[src/pci_cmd_pkg.sv]
// shared constants for the pci command control bank
// assumes a 16-bit configuration access port and a single pci clock
package pci_cmd_pkg;

	// ****************************************************************
	// register map
	// ****************************************************************
	localparam logic [7:0] CMD_REG_OFFSET = 8'h04;
	localparam logic [7:0] STATUS_REG_OFFSET = 8'h06;
	localparam logic [15:0] CMD_RESET = 16'h0000;

	// ****************************************************************
	// command field positions
	// ****************************************************************
	localparam int IO_SPACE_BIT = 0;
	localparam int MEM_SPACE_BIT = 1;
	localparam int BUS_MASTER_BIT = 2;
	localparam int SPECIAL_CYCLE_BIT = 3;
	localparam int WRITE_INVAL_BIT = 4;
	localparam int PALETTE_SNOOP_BIT = 5;
	localparam int PARITY_RESP_BIT = 6;
	localparam int STEPPING_BIT = 7;
	localparam int SERR_ENABLE_BIT = 8;
	localparam int DET_PARITY_BIT = 15;

	// ****************************************************************
	// capability choices
	// ****************************************************************
	localparam logic [1:0] STEP_NEVER = 2'h0;
	localparam logic [1:0] STEP_ALWAYS = 2'h1;
	localparam logic [1:0] STEP_OPTIONAL = 2'h2;
	localparam logic [1:0] STEP_MODE = STEP_NEVER;
	localparam logic STEP_RESET = 1'h1;
	localparam logic PALETTE_SNOOP_IMPL = 1'h0;
	localparam logic SPECIAL_CYCLE_IMPL = 1'h0;

	// ****************************************************************
	// target address space of an incoming request
	// ****************************************************************
	typedef enum logic [3:0] {
		SPACE_CFG = 4'h1,
		SPACE_MEM = 4'h2,
		SPACE_IO = 4'h4,
		SPACE_SPECIAL = 4'h8
	} space_t;

endpackage

[src/pci_parity_gen.sv]
// even parity generator over address/data and byte enables
// assumes ad and cbe come from logic on the same pci clock
`timescale 1ns/1ps
module pci_parity_gen (
	input wire logic mclk, // pci clock
	input wire logic rst_n, // async reset, active low
	input wire logic [31:0] ad, // address/data driven this cycle
	input wire logic [3:0] cbe, // command/byte enables driven this cycle
	output logic par_q // parity for the following cycle
);

	// ****************************************************************
	// parity register
	// ****************************************************************
	// parity always generated
	always_ff @(posedge mclk or negedge rst_n) begin
		if (!rst_n) begin
			par_q <= 1'h0;
		end else begin
			par_q <= ^{ad, cbe};
		end
	end

	parity_even_a: assert property (@(posedge mclk) disable iff (!rst_n)
		par_q == ^{$past(ad), $past(cbe)})
		else $error("parity output does not match previous bus value");

endmodule

[src/pci_command_control_bits.sv]
// command register bank gating pci target, master and error logic
// assumes config, target, master and parity-check strobes come from same-clock logic
`timescale 1ns/1ps
// Functional notes
// - system error driver is enabled only while its enable bit is one
// - stepping bit reads zero, one, or writable resetting to one, per capability
// - with parity response set, detected data parity errors drive the perr pin
// - with parity response clear, errors set status bit 15 only
// - parity response bit resets to zero
// - bus parity is always generated regardless of checking
// - palette snoop on: palette writes are not claimed, and are snooped only with i/o space enabled
// - palette snoop off: palette writes handled like any access
// - write and invalidate only issued when its enable bit is one
// - special cycles ignored unless the monitor bit is one
// - no master access unless bus master bit is one
// - memory accesses claimed only with memory space enabled
// - i/o accesses claimed only with i/o space enabled
// - all-zero command leaves only configuration accesses answered
module pci_command_control_bits
	import pci_cmd_pkg::*;
(
	input wire logic mclk, // pci clock
	input wire logic rst_n, // async reset, active low
	input wire logic cfg_wr, // config write strobe
	input wire logic cfg_rd, // config read strobe
	input wire logic [7:0] cfg_addr, // config byte address of halfword
	input wire logic [1:0] cfg_be, // byte enables of halfword
	input wire logic [15:0] cfg_wdata, // config write data
	output logic [15:0] cfg_rdata_q, // config read data
	output logic cfg_ack_q, // config access done
	input wire logic tgt_req, // target request decoded
	input wire logic [3:0] tgt_space, // space of request, space_t code
	input wire logic tgt_palette_wr, // request is a palette register write
	output logic tgt_claim_q, // claim the access
	output logic tgt_snoop_q, // snoop data without claiming
	input wire logic mst_req, // internal master wants the bus
	input wire logic mst_want_inval, // master wants write and invalidate
	output logic mst_go_q, // master may start
	output logic mst_inval_q, // use write and invalidate command
	output logic step_en_q, // address/data stepping on
	input wire logic data_perr_det, // data parity error detected pulse
	input wire logic addr_perr_det, // address parity error detected pulse
	output logic perr_n_q, // perr pin output level
	output logic perr_oe_q, // perr pin output enable
	output logic serr_n_q, // serr open-drain output level
	output logic serr_oe_q, // serr output enable
	output logic det_parity_err_q, // sticky detected parity error
	input wire logic [31:0] ad_out, // address/data driven by device
	input wire logic [3:0] cbe_out, // cbe driven by device
	output logic par_out_q // generated parity
);

	// ****************************************************************
	// command bits
	// ****************************************************************
	logic io_space_enable_q;
	logic memory_space_enable_q;
	logic bus_master_enable_q;
	logic special_cycle_monitor_q;
	logic write_invalidate_enable_q;
	logic palette_snoop_enable_q;
	logic parity_error_response_q;
	logic stepping_control_q;
	logic system_error_driver_enable_q;
	logic cmd_lo_wr;
	logic cmd_hi_wr;
	logic stat_hi_wr;
	logic [15:0] cmd_view;

	assign cmd_lo_wr = cfg_wr && (cfg_addr == CMD_REG_OFFSET) && cfg_be[0];
	assign cmd_hi_wr = cfg_wr && (cfg_addr == CMD_REG_OFFSET) && cfg_be[1];
	assign stat_hi_wr = cfg_wr && (cfg_addr == STATUS_REG_OFFSET) && cfg_be[1];

	// low byte enables, optional bits stay zero when absent; parity response resets to zero
	always_ff @(posedge mclk or negedge rst_n) begin
		if (!rst_n) begin
			io_space_enable_q <= CMD_RESET[IO_SPACE_BIT];
			memory_space_enable_q <= CMD_RESET[MEM_SPACE_BIT];
			bus_master_enable_q <= CMD_RESET[BUS_MASTER_BIT];
			write_invalidate_enable_q <= CMD_RESET[WRITE_INVAL_BIT];
			parity_error_response_q <= CMD_RESET[PARITY_RESP_BIT];
			special_cycle_monitor_q <= CMD_RESET[SPECIAL_CYCLE_BIT];
			palette_snoop_enable_q <= CMD_RESET[PALETTE_SNOOP_BIT];
		end else if (cmd_lo_wr) begin
			io_space_enable_q <= cfg_wdata[IO_SPACE_BIT];
			memory_space_enable_q <= cfg_wdata[MEM_SPACE_BIT];
			bus_master_enable_q <= cfg_wdata[BUS_MASTER_BIT];
			write_invalidate_enable_q <= cfg_wdata[WRITE_INVAL_BIT];
			parity_error_response_q <= cfg_wdata[PARITY_RESP_BIT];
			special_cycle_monitor_q <= cfg_wdata[SPECIAL_CYCLE_BIT] & SPECIAL_CYCLE_IMPL;
			palette_snoop_enable_q <= cfg_wdata[PALETTE_SNOOP_BIT] & PALETTE_SNOOP_IMPL;
		end
	end

	always_ff @(posedge mclk or negedge rst_n) begin
		if (!rst_n) begin
			stepping_control_q <= (STEP_MODE == STEP_NEVER) ? 1'h0 : STEP_RESET;
		end else if (STEP_MODE != STEP_OPTIONAL) begin
			stepping_control_q <= (STEP_MODE == STEP_ALWAYS);
		end else if (cmd_lo_wr) begin
			stepping_control_q <= cfg_wdata[STEPPING_BIT];
		end
	end

	// high byte system error enable
	always_ff @(posedge mclk or negedge rst_n) begin
		if (!rst_n) begin
			system_error_driver_enable_q <= CMD_RESET[SERR_ENABLE_BIT];
		end else if (cmd_hi_wr) begin
			system_error_driver_enable_q <= cfg_wdata[SERR_ENABLE_BIT];
		end
	end

	// register view; reserved bits read zero
	always_comb begin
		cmd_view = 16'h0000;
		cmd_view[IO_SPACE_BIT] = io_space_enable_q;
		cmd_view[MEM_SPACE_BIT] = memory_space_enable_q;
		cmd_view[BUS_MASTER_BIT] = bus_master_enable_q;
		cmd_view[SPECIAL_CYCLE_BIT] = special_cycle_monitor_q;
		cmd_view[WRITE_INVAL_BIT] = write_invalidate_enable_q;
		cmd_view[PALETTE_SNOOP_BIT] = palette_snoop_enable_q;
		cmd_view[PARITY_RESP_BIT] = parity_error_response_q;
		cmd_view[STEPPING_BIT] = stepping_control_q;
		cmd_view[SERR_ENABLE_BIT] = system_error_driver_enable_q;
	end

	// ****************************************************************
	// config read port
	// ****************************************************************
	// read data and one-cycle ack; unmapped reads zero
	always_ff @(posedge mclk or negedge rst_n) begin
		if (!rst_n) begin
			cfg_rdata_q <= 16'h0000;
			cfg_ack_q <= 1'h0;
		end else begin
			cfg_ack_q <= cfg_wr | cfg_rd;
			if (cfg_rd && cfg_addr == CMD_REG_OFFSET) begin
				cfg_rdata_q <= cmd_view;
			end else if (cfg_rd && cfg_addr == STATUS_REG_OFFSET) begin
				cfg_rdata_q <= {det_parity_err_q, 15'h0000};
			end else begin
				cfg_rdata_q <= 16'h0000;
			end
		end
	end

	// ****************************************************************
	// target decode
	// ****************************************************************
	// claim and snoop decisions one cycle after the request
	always_ff @(posedge mclk or negedge rst_n) begin
		if (!rst_n) begin
			tgt_claim_q <= 1'h0;
			tgt_snoop_q <= 1'h0;
		end else begin
			tgt_claim_q <= 1'h0;
			tgt_snoop_q <= 1'h0;
			if (tgt_req) begin
				case (tgt_space)
					SPACE_CFG: begin
						tgt_claim_q <= 1'h1;
					end
					SPACE_MEM: begin
						tgt_claim_q <= memory_space_enable_q;
					end
					SPACE_IO: begin
						if (tgt_palette_wr && palette_snoop_enable_q) begin
							tgt_snoop_q <= io_space_enable_q;
						end else begin
							tgt_claim_q <= io_space_enable_q;
						end
					end
					SPACE_SPECIAL: begin
						tgt_snoop_q <= special_cycle_monitor_q;
					end
					default: begin
						tgt_claim_q <= 1'h0;
					end
				endcase
			end
		end
	end

	// ****************************************************************
	// master gating
	// ****************************************************************
	// master start and command choice
	always_ff @(posedge mclk or negedge rst_n) begin
		if (!rst_n) begin
			mst_go_q <= 1'h0;
			mst_inval_q <= 1'h0;
		end else begin
			mst_go_q <= mst_req & bus_master_enable_q;
			mst_inval_q <= mst_req & bus_master_enable_q & mst_want_inval & write_invalidate_enable_q;
		end
	end

	// stepping control to the bus logic
	always_ff @(posedge mclk or negedge rst_n) begin
		if (!rst_n) begin
			step_en_q <= 1'h0;
		end else begin
			step_en_q <= stepping_control_q;
		end
	end

	// ****************************************************************
	// parity error handling
	// ****************************************************************
	// sticky flag, write one clears, set wins
	always_ff @(posedge mclk or negedge rst_n) begin
		if (!rst_n) begin
			det_parity_err_q <= 1'h0;
		end else if (data_perr_det || addr_perr_det) begin
			det_parity_err_q <= 1'h1;
		end else if (stat_hi_wr && cfg_wdata[DET_PARITY_BIT]) begin
			det_parity_err_q <= 1'h0;
		end
	end

	// perr driven one cycle when response on
	always_ff @(posedge mclk or negedge rst_n) begin
		if (!rst_n) begin
			perr_n_q <= 1'h1;
			perr_oe_q <= 1'h0;
		end else begin
			perr_n_q <= !(data_perr_det && parity_error_response_q);
			perr_oe_q <= data_perr_det && parity_error_response_q;
		end
	end

	// serr driver only with its enable
	always_ff @(posedge mclk or negedge rst_n) begin
		if (!rst_n) begin
			serr_n_q <= 1'h1;
			serr_oe_q <= 1'h0;
		end else begin
			serr_n_q <= !(addr_perr_det && parity_error_response_q && system_error_driver_enable_q);
			serr_oe_q <= addr_perr_det && parity_error_response_q && system_error_driver_enable_q;
		end
	end

	pci_parity_gen u_parity (
		.mclk(mclk),
		.rst_n(rst_n),
		.ad(ad_out),
		.cbe(cbe_out),
		.par_q(par_out_q)
	);

	// ****************************************************************
	// checks
	// ****************************************************************
	serr_gate_a: assert property (@(posedge mclk) disable iff (!rst_n)
		serr_oe_q |-> $past(system_error_driver_enable_q) && !serr_n_q)
		else $error("serr driven while its driver is disabled");
	step_fixed_a: assert property (@(posedge mclk) disable iff (!rst_n)
		(STEP_MODE == STEP_NEVER) |-> !stepping_control_q)
		else $error("stepping bit set on a device that never steps");
	perr_drive_a: assert property (@(posedge mclk) disable iff (!rst_n)
		data_perr_det && parity_error_response_q |=> perr_oe_q && !perr_n_q)
		else $error("perr not driven on parity error");
	perr_quiet_a: assert property (@(posedge mclk) disable iff (!rst_n)
		data_perr_det && !parity_error_response_q |=> !perr_oe_q && det_parity_err_q)
		else $error("parity error mishandled with response off");
	snoop_palette_a: assert property (@(posedge mclk) disable iff (!rst_n)
		tgt_req && tgt_space == SPACE_IO && tgt_palette_wr && palette_snoop_enable_q |=> !tgt_claim_q)
		else $error("palette write claimed while snooping");
	inval_gate_a: assert property (@(posedge mclk) disable iff (!rst_n)
		mst_inval_q |-> $past(write_invalidate_enable_q) && mst_go_q)
		else $error("write and invalidate used while disabled");
	special_ignore_a: assert property (@(posedge mclk) disable iff (!rst_n)
		tgt_req && tgt_space == SPACE_SPECIAL |=> !tgt_claim_q && (tgt_snoop_q == $past(special_cycle_monitor_q)))
		else $error("special cycle handling wrong");
	master_gate_a: assert property (@(posedge mclk) disable iff (!rst_n)
		mst_go_q |-> $past(bus_master_enable_q) && $past(mst_req))
		else $error("master started while bus master disabled");
	mem_claim_a: assert property (@(posedge mclk) disable iff (!rst_n)
		tgt_req && tgt_space == SPACE_MEM |=> tgt_claim_q == $past(memory_space_enable_q))
		else $error("memory claim does not follow enable");
	io_claim_a: assert property (@(posedge mclk) disable iff (!rst_n)
		tgt_req && tgt_space == SPACE_IO && !(tgt_palette_wr && palette_snoop_enable_q) |=>
		tgt_claim_q == $past(io_space_enable_q))
		else $error("i/o claim does not follow enable");
	zero_cmd_a: assert property (@(posedge mclk) disable iff (!rst_n)
		cmd_view == 16'h0000 && tgt_req && tgt_space != SPACE_CFG |=> !tgt_claim_q && !tgt_snoop_q)
		else $error("non-config access answered with zero command");

endmodule

[config.mk]
export PLATFORM = sky130hd
export DESIGN_NAME = pci_command_control_bits
export DESIGN_NICKNAME = d
export VERILOG_FILES = /design/src/pci_cmd_pkg.sv /design/src/pci_parity_gen.sv /design/src/pci_command_control_bits.sv
export SDC_FILE = /design/constraint.sdc
export NUM_CORES = 1
export LEC_CHECK = 0
export ABC_AREA = 1
export BUFFER_PORTS_ARGS = -buffer_cell sky130_fd_sc_hd__buf_2
export CORE_MARGIN = 8
export CORE_UTILIZATION = 40
export CTS_CLUSTER_DIAMETER = 200
export CTS_CLUSTER_SIZE = 16
export DETAILED_ROUTE_END_ITERATION = 6
export HOLD_SLACK_MARGIN = 0.1
export PLACE_DENSITY_LB_ADDON = 0.25
export RECOVER_POWER = 100
export SYNTH_ARGS = -nofsm -noshare
export SYNTH_HDL_FRONTEND = slang
export SYNTH_HIERARCHICAL = 1
export SYNTH_SLANG_ARGS = --single-unit
[constraint.sdc]
create_clock -name mclk -period 0.8 [get_ports mclk]
set_input_delay 0.04 -clock mclk [delete_from_list [all_inputs] [get_ports mclk]]
set_output_delay 0.04 -clock mclk [all_outputs]
set_load 0.05 [all_outputs]
==> summary.md, run 1 <==
For this block, the routed nets add up to 4510 µm of wire. The run gives 0.94 ns as the arrival time of the worst setup path. For this design the ratio of total power to cell area is 1200 nW/µm². The number of detailed-route iterations in the first pass is 4. The most frequent cell after synthesis was sky130_fd_sc_hd__nand2_1. The layout cell share with drive strength beyond 1 came out at 38.6%.

Setup repair after global routing could not meet its margin everywhere. The number of max-slew violations in the final report came out at 0. Buffer cell driving the clock tree root: sky130_fd_sc_hd__clkbuf_8. The nature of the critical path endpoint was an output pin. The synthesized netlist contains 19 unique library cells.

The total of warnings raised by yosys came out at 6. From synthesis to final layout, the design area changed by 50.9%. The logs give 37.8% for the sequential power share and 7340 µm for the global-route wire length before repair. The kind of start point of the critical path is a flop. The die span in y was 82.7 µm; the number of synthesized flops with an enable pin was 0.

The net count of the finished layout is 466. The clock net in this run drives a total of 23 sinks. The via count of the first global-routing pass is 1926. The register with the most flip-flops in the layout has 7 of them. The critical path ends at serr_n_q. In this run, the clock network consumes 21.4% of the power. The register with the most flip-flops was cfg_rdata_q. The category of the critical setup timing path is reg2out.

Setup violations remaining at the end of the flow were counted as 19. Walking the worst path, the cells encountered are buf_8. The run gives 0 as the number of nets still failing antenna checks after routing. Global routing consumed, over all layers together, 13.1% of the routing resources.

The tightest hold path in the finished design has a slack of 0.0326 ns. The tools report the post-route clock skew as 0.000991 ns. The synthesized design devotes to its leading area cell type 29.6% of total area. The final setup slack of the worst path is -0.176 ns. The portion of the clock cycle consumed by the worst path in the final layout is 122%, and the count of final hold-check violations is 0. The internal power of the cells totals 0.00208 W. Across the run, the number of max-cap violations was 0.

The slowest stage of the critical path is the sky130_fd_sc_hd__dfstp_2 cell. In this run the count of I/O pins placed on the die edge is 104. For the detailed router's first-iteration violation count, the log shows 46.

Count of placed standard cells in the final layout, fillers left out: 441. In this run the critical register-to-register path is launched from memory_space_enable_q. After filler insertion, the fill cell instance count of the layout stands at 418. IR analysis of the VDD net gives a maximum drop of 0.000756 V. For the maximum level of the CTS H-tree, the log shows 1.

The floorplan has 24 rows. The run gives -0.978 ns as the sum of negative setup slack. Among all flip-flop cells after synthesis, the most frequent one is sky130_fd_sc_hd__dfrtp_1.

The checks that failed: setup timing. The commonest cells after synthesis are sky130_fd_sc_hd__nand2_1, sky130_fd_sc_hd__inv_1, sky130_fd_sc_hd__dfrtp_1. The initial core utilization was 41.1%; the reg-to-reg setup timing slack was 0.02 ns. Input and output buffers added on the ports amount to 82.

The number of antenna diodes in the final layout is 0. The number of clock buffers added by TritonCTS is 3. The cell area that synthesis handed to floorplanning was 1780 µm².

Detailed routing inserted a total of 1927 vias. The routability-driven placement congestion ratio was 0.752; the largest fanout on the critical path was 1. The total power came out at 0.00323 W.

The biggest cell delay along the critical path works out to 0.54 ns. Register bit count reported by yosys: 23. The post-detailed-route DRC marker count came out at 0.

Instance count after placement with tap cells included: 421. The finished layout cell area is 2680 µm², and the net switching power is 0.00115 W. Ranked by total cell area, the synthesized netlist is headed by sky130_fd_sc_hd__dfrtp_1, sky130_fd_sc_hd__nand2_1, sky130_fd_sc_hd__inv_1. Sequential elements use 32.5% of the synthesized area. Of the total power, the share spent switching nets is 35.7%.

The tools report the number of antenna violations at the first check in global routing as 0. Clock-pin slew was measured on the worst setup and hold paths at 0.07 ns. Summing all placed instances gives a cell area of 2260 µm².

The fraction of registers with async set or reset after synthesis came out at 100%. The largest area contributor in the synthesized netlist was sky130_fd_sc_hd__dfrtp_1. The worst path buffer plus inverter count is 1.

Detailed placement ended at an HPWL of 3600 µm. In this run the worst setup path begins at serr_n_q. The number of cells on the worst reg-to-reg path is 4. Using the TritonRoute via totals, the vias-per-cell ratio works out to 4.37. The routed length per instance is 10.2 µm. TritonCTS built the clock tree.

The clock passes through at most 2 buffers. For the maximum number of pins on one net before global-route repair, the log shows 13. On the critical path the largest part of the delay comes from flip-flops. In this run the standard cell core region covers 4320 µm². The worst hold path belongs to the class in2reg.

The flow ran to the end, but the final reports show violations. The per-instance average area after synthesis is 6.24 µm². At the later pin of the worst-skew pair, clock insertion delay measures 0.26 ns. The number of stages on the worst setup path was 1; the combinational cell fraction of total power was 40.8%. Counting every instance in the synthesized netlist gives 285. In this run the static leakage power is 1.60 nW. From left edge to right edge, the die measures 82.7 µm. The die covers 6830 µm². At the worst endpoint, the required time is 0.76 ns.

Final global-route overflow total: 0. The highest attainable clock frequency was 1020 MHz. The worst path in the final design needs a cycle of 0.976 ns, including I/O delays and setup. The endpoint identified for the worst register-to-register timing path is tgt_claim_q.
-- layout by cell type, fill, tap and decap left out, types with 5 or more instances in the layout --
cell / count
sky130_fd_sc_hd__conb_1: 11
sky130_fd_sc_hd__buf_2: 59
sky130_fd_sc_hd__clkbuf_1: 5
sky130_fd_sc_hd__inv_1: 33
sky130_fd_sc_hd__buf_6: 17
sky130_fd_sc_hd__xnor2_2: 6
sky130_fd_sc_hd__nand2_1: 123
sky130_fd_sc_hd__nand3_1: 11
sky130_fd_sc_hd__nand3_2: 5
sky130_fd_sc_hd__inv_2: 11
sky130_fd_sc_hd__dlygate4sd3_1: 15
sky130_fd_sc_hd__dfrtp_1: 20
sky130_fd_sc_hd__nor2_1: 16
sky130_fd_sc_hd__nand2_2: 26
-- power groups by stage --
stage | Combinational, W | Sequential, W | Clock [W]
after floorplan | 0.000712 | 0.00135 | 0
after global placement | 0.00111 | 0.00124 | 0
after detailed placement | 0.00114 | 0.00124 | 0
after CTS | 0.00124 | 0.00122 | 0.000720
after global routing | 0.00147 | 0.00122 | 0.000762
final | 0.00132 | 0.00122 | 0.000692
-- kinds of logic after synthesis --
family	count (synthesis)	share of synthesized area [%]
simple gates	189	45.4
flops	23	32.5
xor+xnor	15	7.39
buf+inv	55	13.9
other cells	1	0.211
compound gates	2	0.562
-- final cells by class --
cell class	count	area, µm²	area share, %
clock buffers	4	45.0	1.68
flip-flops and latches	23	579	21.6
inverters	44	165	6.15
repair buffers	101	704	26.2
well taps	52	65.1	2.42
multi-input cells	217	1120	41.9
-- layer usage --
layer	part of all wire [%]	routed length, µm	vias up	global-route usage (%)
li1	-	-	1014	-
met1	39	1780	845	14.4
met2	51	2290	62	24.6
met3	8.8	395	6	2.71
met4	1.1	49	0	3.62
met5	0	0	-	0
-- through the flow --
stage	setup WS, ns	utilization (%)
2_1_floorplan	-0.0330	-
3_3_place_gp	-0.212	52.3
3_5_place_dp	-0.237	52.3
4_1_cts	-0.184	59.9
5_1_grt	-0.209	62.1
6_report	-0.176	62.1
-- worst min-delay path by stage --
stage | from | cells past startpoint | to | slack (ns)
global placement | rst_n | 2 | cfg_rdata_q[4] | -0.02
detailed placement | rst_n | 2 | mst_inval_q | -0.02
finish | cfg_wr | 2 | cfg_ack_q | 0.03
floorplan | rst_n | 0 | bus_master_enable_q | -0.26
CTS | cfg_wr | 2 | cfg_ack_q | 0.02
global route | cfg_wr | 2 | cfg_ack_q | 0.03
-- what timing repair did --
item	4_1_cts	5_1_grt
hold endpoints to repair	45	6
resized for setup	37	36
pin swaps	0	28
endpoints found under the setup margin	18	24
hold buffers	16	1
buffers inserted	1	0
Note: power is estimated with default switching activity, not from simulation.
==> inputs of run 2 (changes only) <==
Settings changed: CORE_ASPECT_RATIO set to 0.8.
==> summary.md, run 2 (synthesized netlist as in run 1, its figures left out) <==
No sink is reached through more buffers than the 2 on the longest clock path. Broken down by cell family, the worst path's largest delay share belongs to flip-flops. The first TritonRoute pass finished after 4 iterations.

Part of the total power dissipated in the clock network: 21.7%. The checks that failed: setup timing. For the number of rows in the core area, the log shows 21. The category of the critical setup timing path was reg2out. Max-cap violations in this run came to 0.

The post-route netlist has 38.0% of its cells at a drive strength greater than 1. The library cell used most frequently in the layout, excluding fill and tap cells, is sky130_fd_sc_hd__nand2_1. Among all stages on the critical path, the largest delay is contributed by sky130_fd_sc_hd__dfstp_2. The sum of negative setup slack came out at -1.09 ns.

Total core area: 4230 µm². The logs give 0.76 ns for the required time of the worst setup path and 2650 µm² for the finished layout cell area. Total vias in the final route: 1863. The clock reaches the later pin of the worst-skew pair after 0.26 ns. The run finished, with violations left. The run gives 0.000737 V as the worst-case vdd ir drop. Between clock sinks in the finished design, the worst skew comes to 0.000937 ns. The final-stage net count is 464. The maximum number of pins on one net before global-route repair came out at 24. The tools report the final global-route overflow total as 0. Global routing consumed, over all layers together, 12.4% of the routing resources. The signal on the critical path passes through buf_8. The routed design has 4510 µm of wire. The final critical path takes up 123% of the cycle.

The tools report the total leakage power as 1.58 nW. The tools report the count of final hold-check violations as 0. The run gives 0 as the final antenna diode count. TritonCTS built the clock tree. For this design, the sink count on the clock tree is 23.

Detailed placement ended at an HPWL of 3570 µm. The share of total power dissipated in combinational logic is 40.6%. At the end of routability-driven placement, the weighted congestion stood at 0.826. In the layout the commonest cells are sky130_fd_sc_hd__nand2_1, sky130_fd_sc_hd__buf_2, sky130_fd_sc_hd__inv_1. The die boundary width works out to 90.5 µm.

STA classifies the critical path endpoint as an output pin. STA classifies the critical path startpoint as a flop. The tree is rooted in a sky130_fd_sc_hd__clkbuf_8.

The worst path buffer plus inverter count works out to 1. The boundary pin count is 104. The shortest period the worst path allows works out to 0.988 ns. In this run the worst hold path is classified as in2reg. The highest attainable clock frequency was 1010 MHz; the flip-flop count of the largest register, all copies and words added was 7.

Buffers placed on the I/O ports in this run total 82. The number of antenna violations at the first check in global routing came out at 0. The net switching fraction of the power is 36.4%. The number of max-slew violations in the final report is 0. Buffers inserted during clock tree synthesis total 3.

The run gives 42.0% as the initial core utilization. Setup repair after global routing could not meet its margin everywhere. Dividing the detail-routed wire length by the instance count gives 10.2 µm. Of the total power, registers draw 37.7%.

Die span in y: 75.6 µm. The die area came out at 6850 µm². The post-detailed-route DRC marker count is 0, and the largest fanout on the critical path is 1.

After detailed routing, the number of vias per cell comes to 4.20. From synthesis to final layout, the design area changed by 49.3%. For the arrival time of the worst setup path, the log shows 0.95 ns. Once detail routing completed, the nets flagged for antenna violations numbered 0. The detailed router's first-iteration violation count is 53. The global-route wire length before repair is 7090 µm. Via count of the first global-routing pass: 1774.

The register with the most flip-flops is cfg_rdata_q. The largest single stage delay on the critical path is 0.54 ns. The analysis attributes to net switching a power of 0.00118 W. The placed instance area came out at 2270 µm².

The internal power is 0.00206 W. In this run the power density over the cells is 1220 nW/µm². The run gives -0.188 ns as the final setup slack of the worst path. Setup violations remaining at the end of the flow were counted as 19.

Clock-pin slew was measured on the worst setup and hold paths at 0.08 ns. The tools report the maximum level of the CTS H-tree as 1.
==> run 2: repair_timing <==
item                                    4_1_cts  5_1_grt
hold buffers                                 16        1
pin swaps                                     0       22
endpoints found under the hold margin        45        9
setup buffers                                 0        0
endpoints found under the setup margin       17       20
resized for setup                            36       35
==> run 2: path summary, 6_finish.rpt <==
check,from,cells after the start,endpoint,slack (ns)
min in group asynchronous,rst_n,3,mst_inval_q,0.31
worst min-delay path,cfg_wr,2,cfg_ack_q,0.007
worst max register to register,memory_space_enable_q,4,tgt_claim_q,0.03
max in group asynchronous,rst_n,3,perr_n_q,0.21
worst min register to register,system_error_driver_enable_q,1,serr_n_q,0.49
worst max-delay path,perr_n_q,1,perr_n_q,-0.19
==> run 2: through the flow <==
step | setup slack, ns | hold slack (ns) | total power [W] | instances | utilization (%)
2_1_floorplan | -0.0330 | -0.256 | 0.00206 | 295 | -
3_3_place_gp | -0.216 | -0.0178 | 0.00236 | 425 | 53.7
3_5_place_dp | -0.253 | -0.0161 | 0.00238 | 425 | 53.7
4_1_cts | -0.184 | 0.00562 | 0.00319 | 445 | 61.3
5_1_grt | -0.224 | 0.00775 | 0.00347 | 444 | 62.7
6_report | -0.188 | 0.00661 | 0.00324 | 444 | 62.7
==> run 2: power by group through the flow <==
stage / combinational, W / clock, W / sequential [W]
after global routing: 0.00146 / 0.000784 / 0.00123
final: 0.00131 / 0.000703 / 0.00122
after CTS: 0.00125 / 0.000716 / 0.00122
after global placement: 0.00112 / 0 / 0.00124
after detailed placement: 0.00115 / 0 / 0.00124
after floorplan: 0.000712 / 0 / 0.00135
==> run 2: layout make-up <==
class                           count  area (µm²)
Timing Repair Buffer               99         704
Fill cell                         387        1580
Multi-Input combinational cell    217        1090
Clock buffer                        3        41.3
Clock inverter                      1        5.00
Sequential cell                    23         579
Inverter                           44         165
Tap cell                           57        71.3
==> run 2: worst register-to-register path: cells and delay by family, from the launching register on <==
kind            cells  cell delay, ns
compound gates      2            0.22
simple gates        1            0.07
buf+inv             1            0.05
flops               1            0.36
==> run 2: per-layer routing <==
metal	share of wire, %	track usage [%]	routed length, µm
met1	44	14.9	1990
met2	50	21.3	2240
met3	4.8	3.64	218
met4	1.6	3.49	71
met5	0	0	0
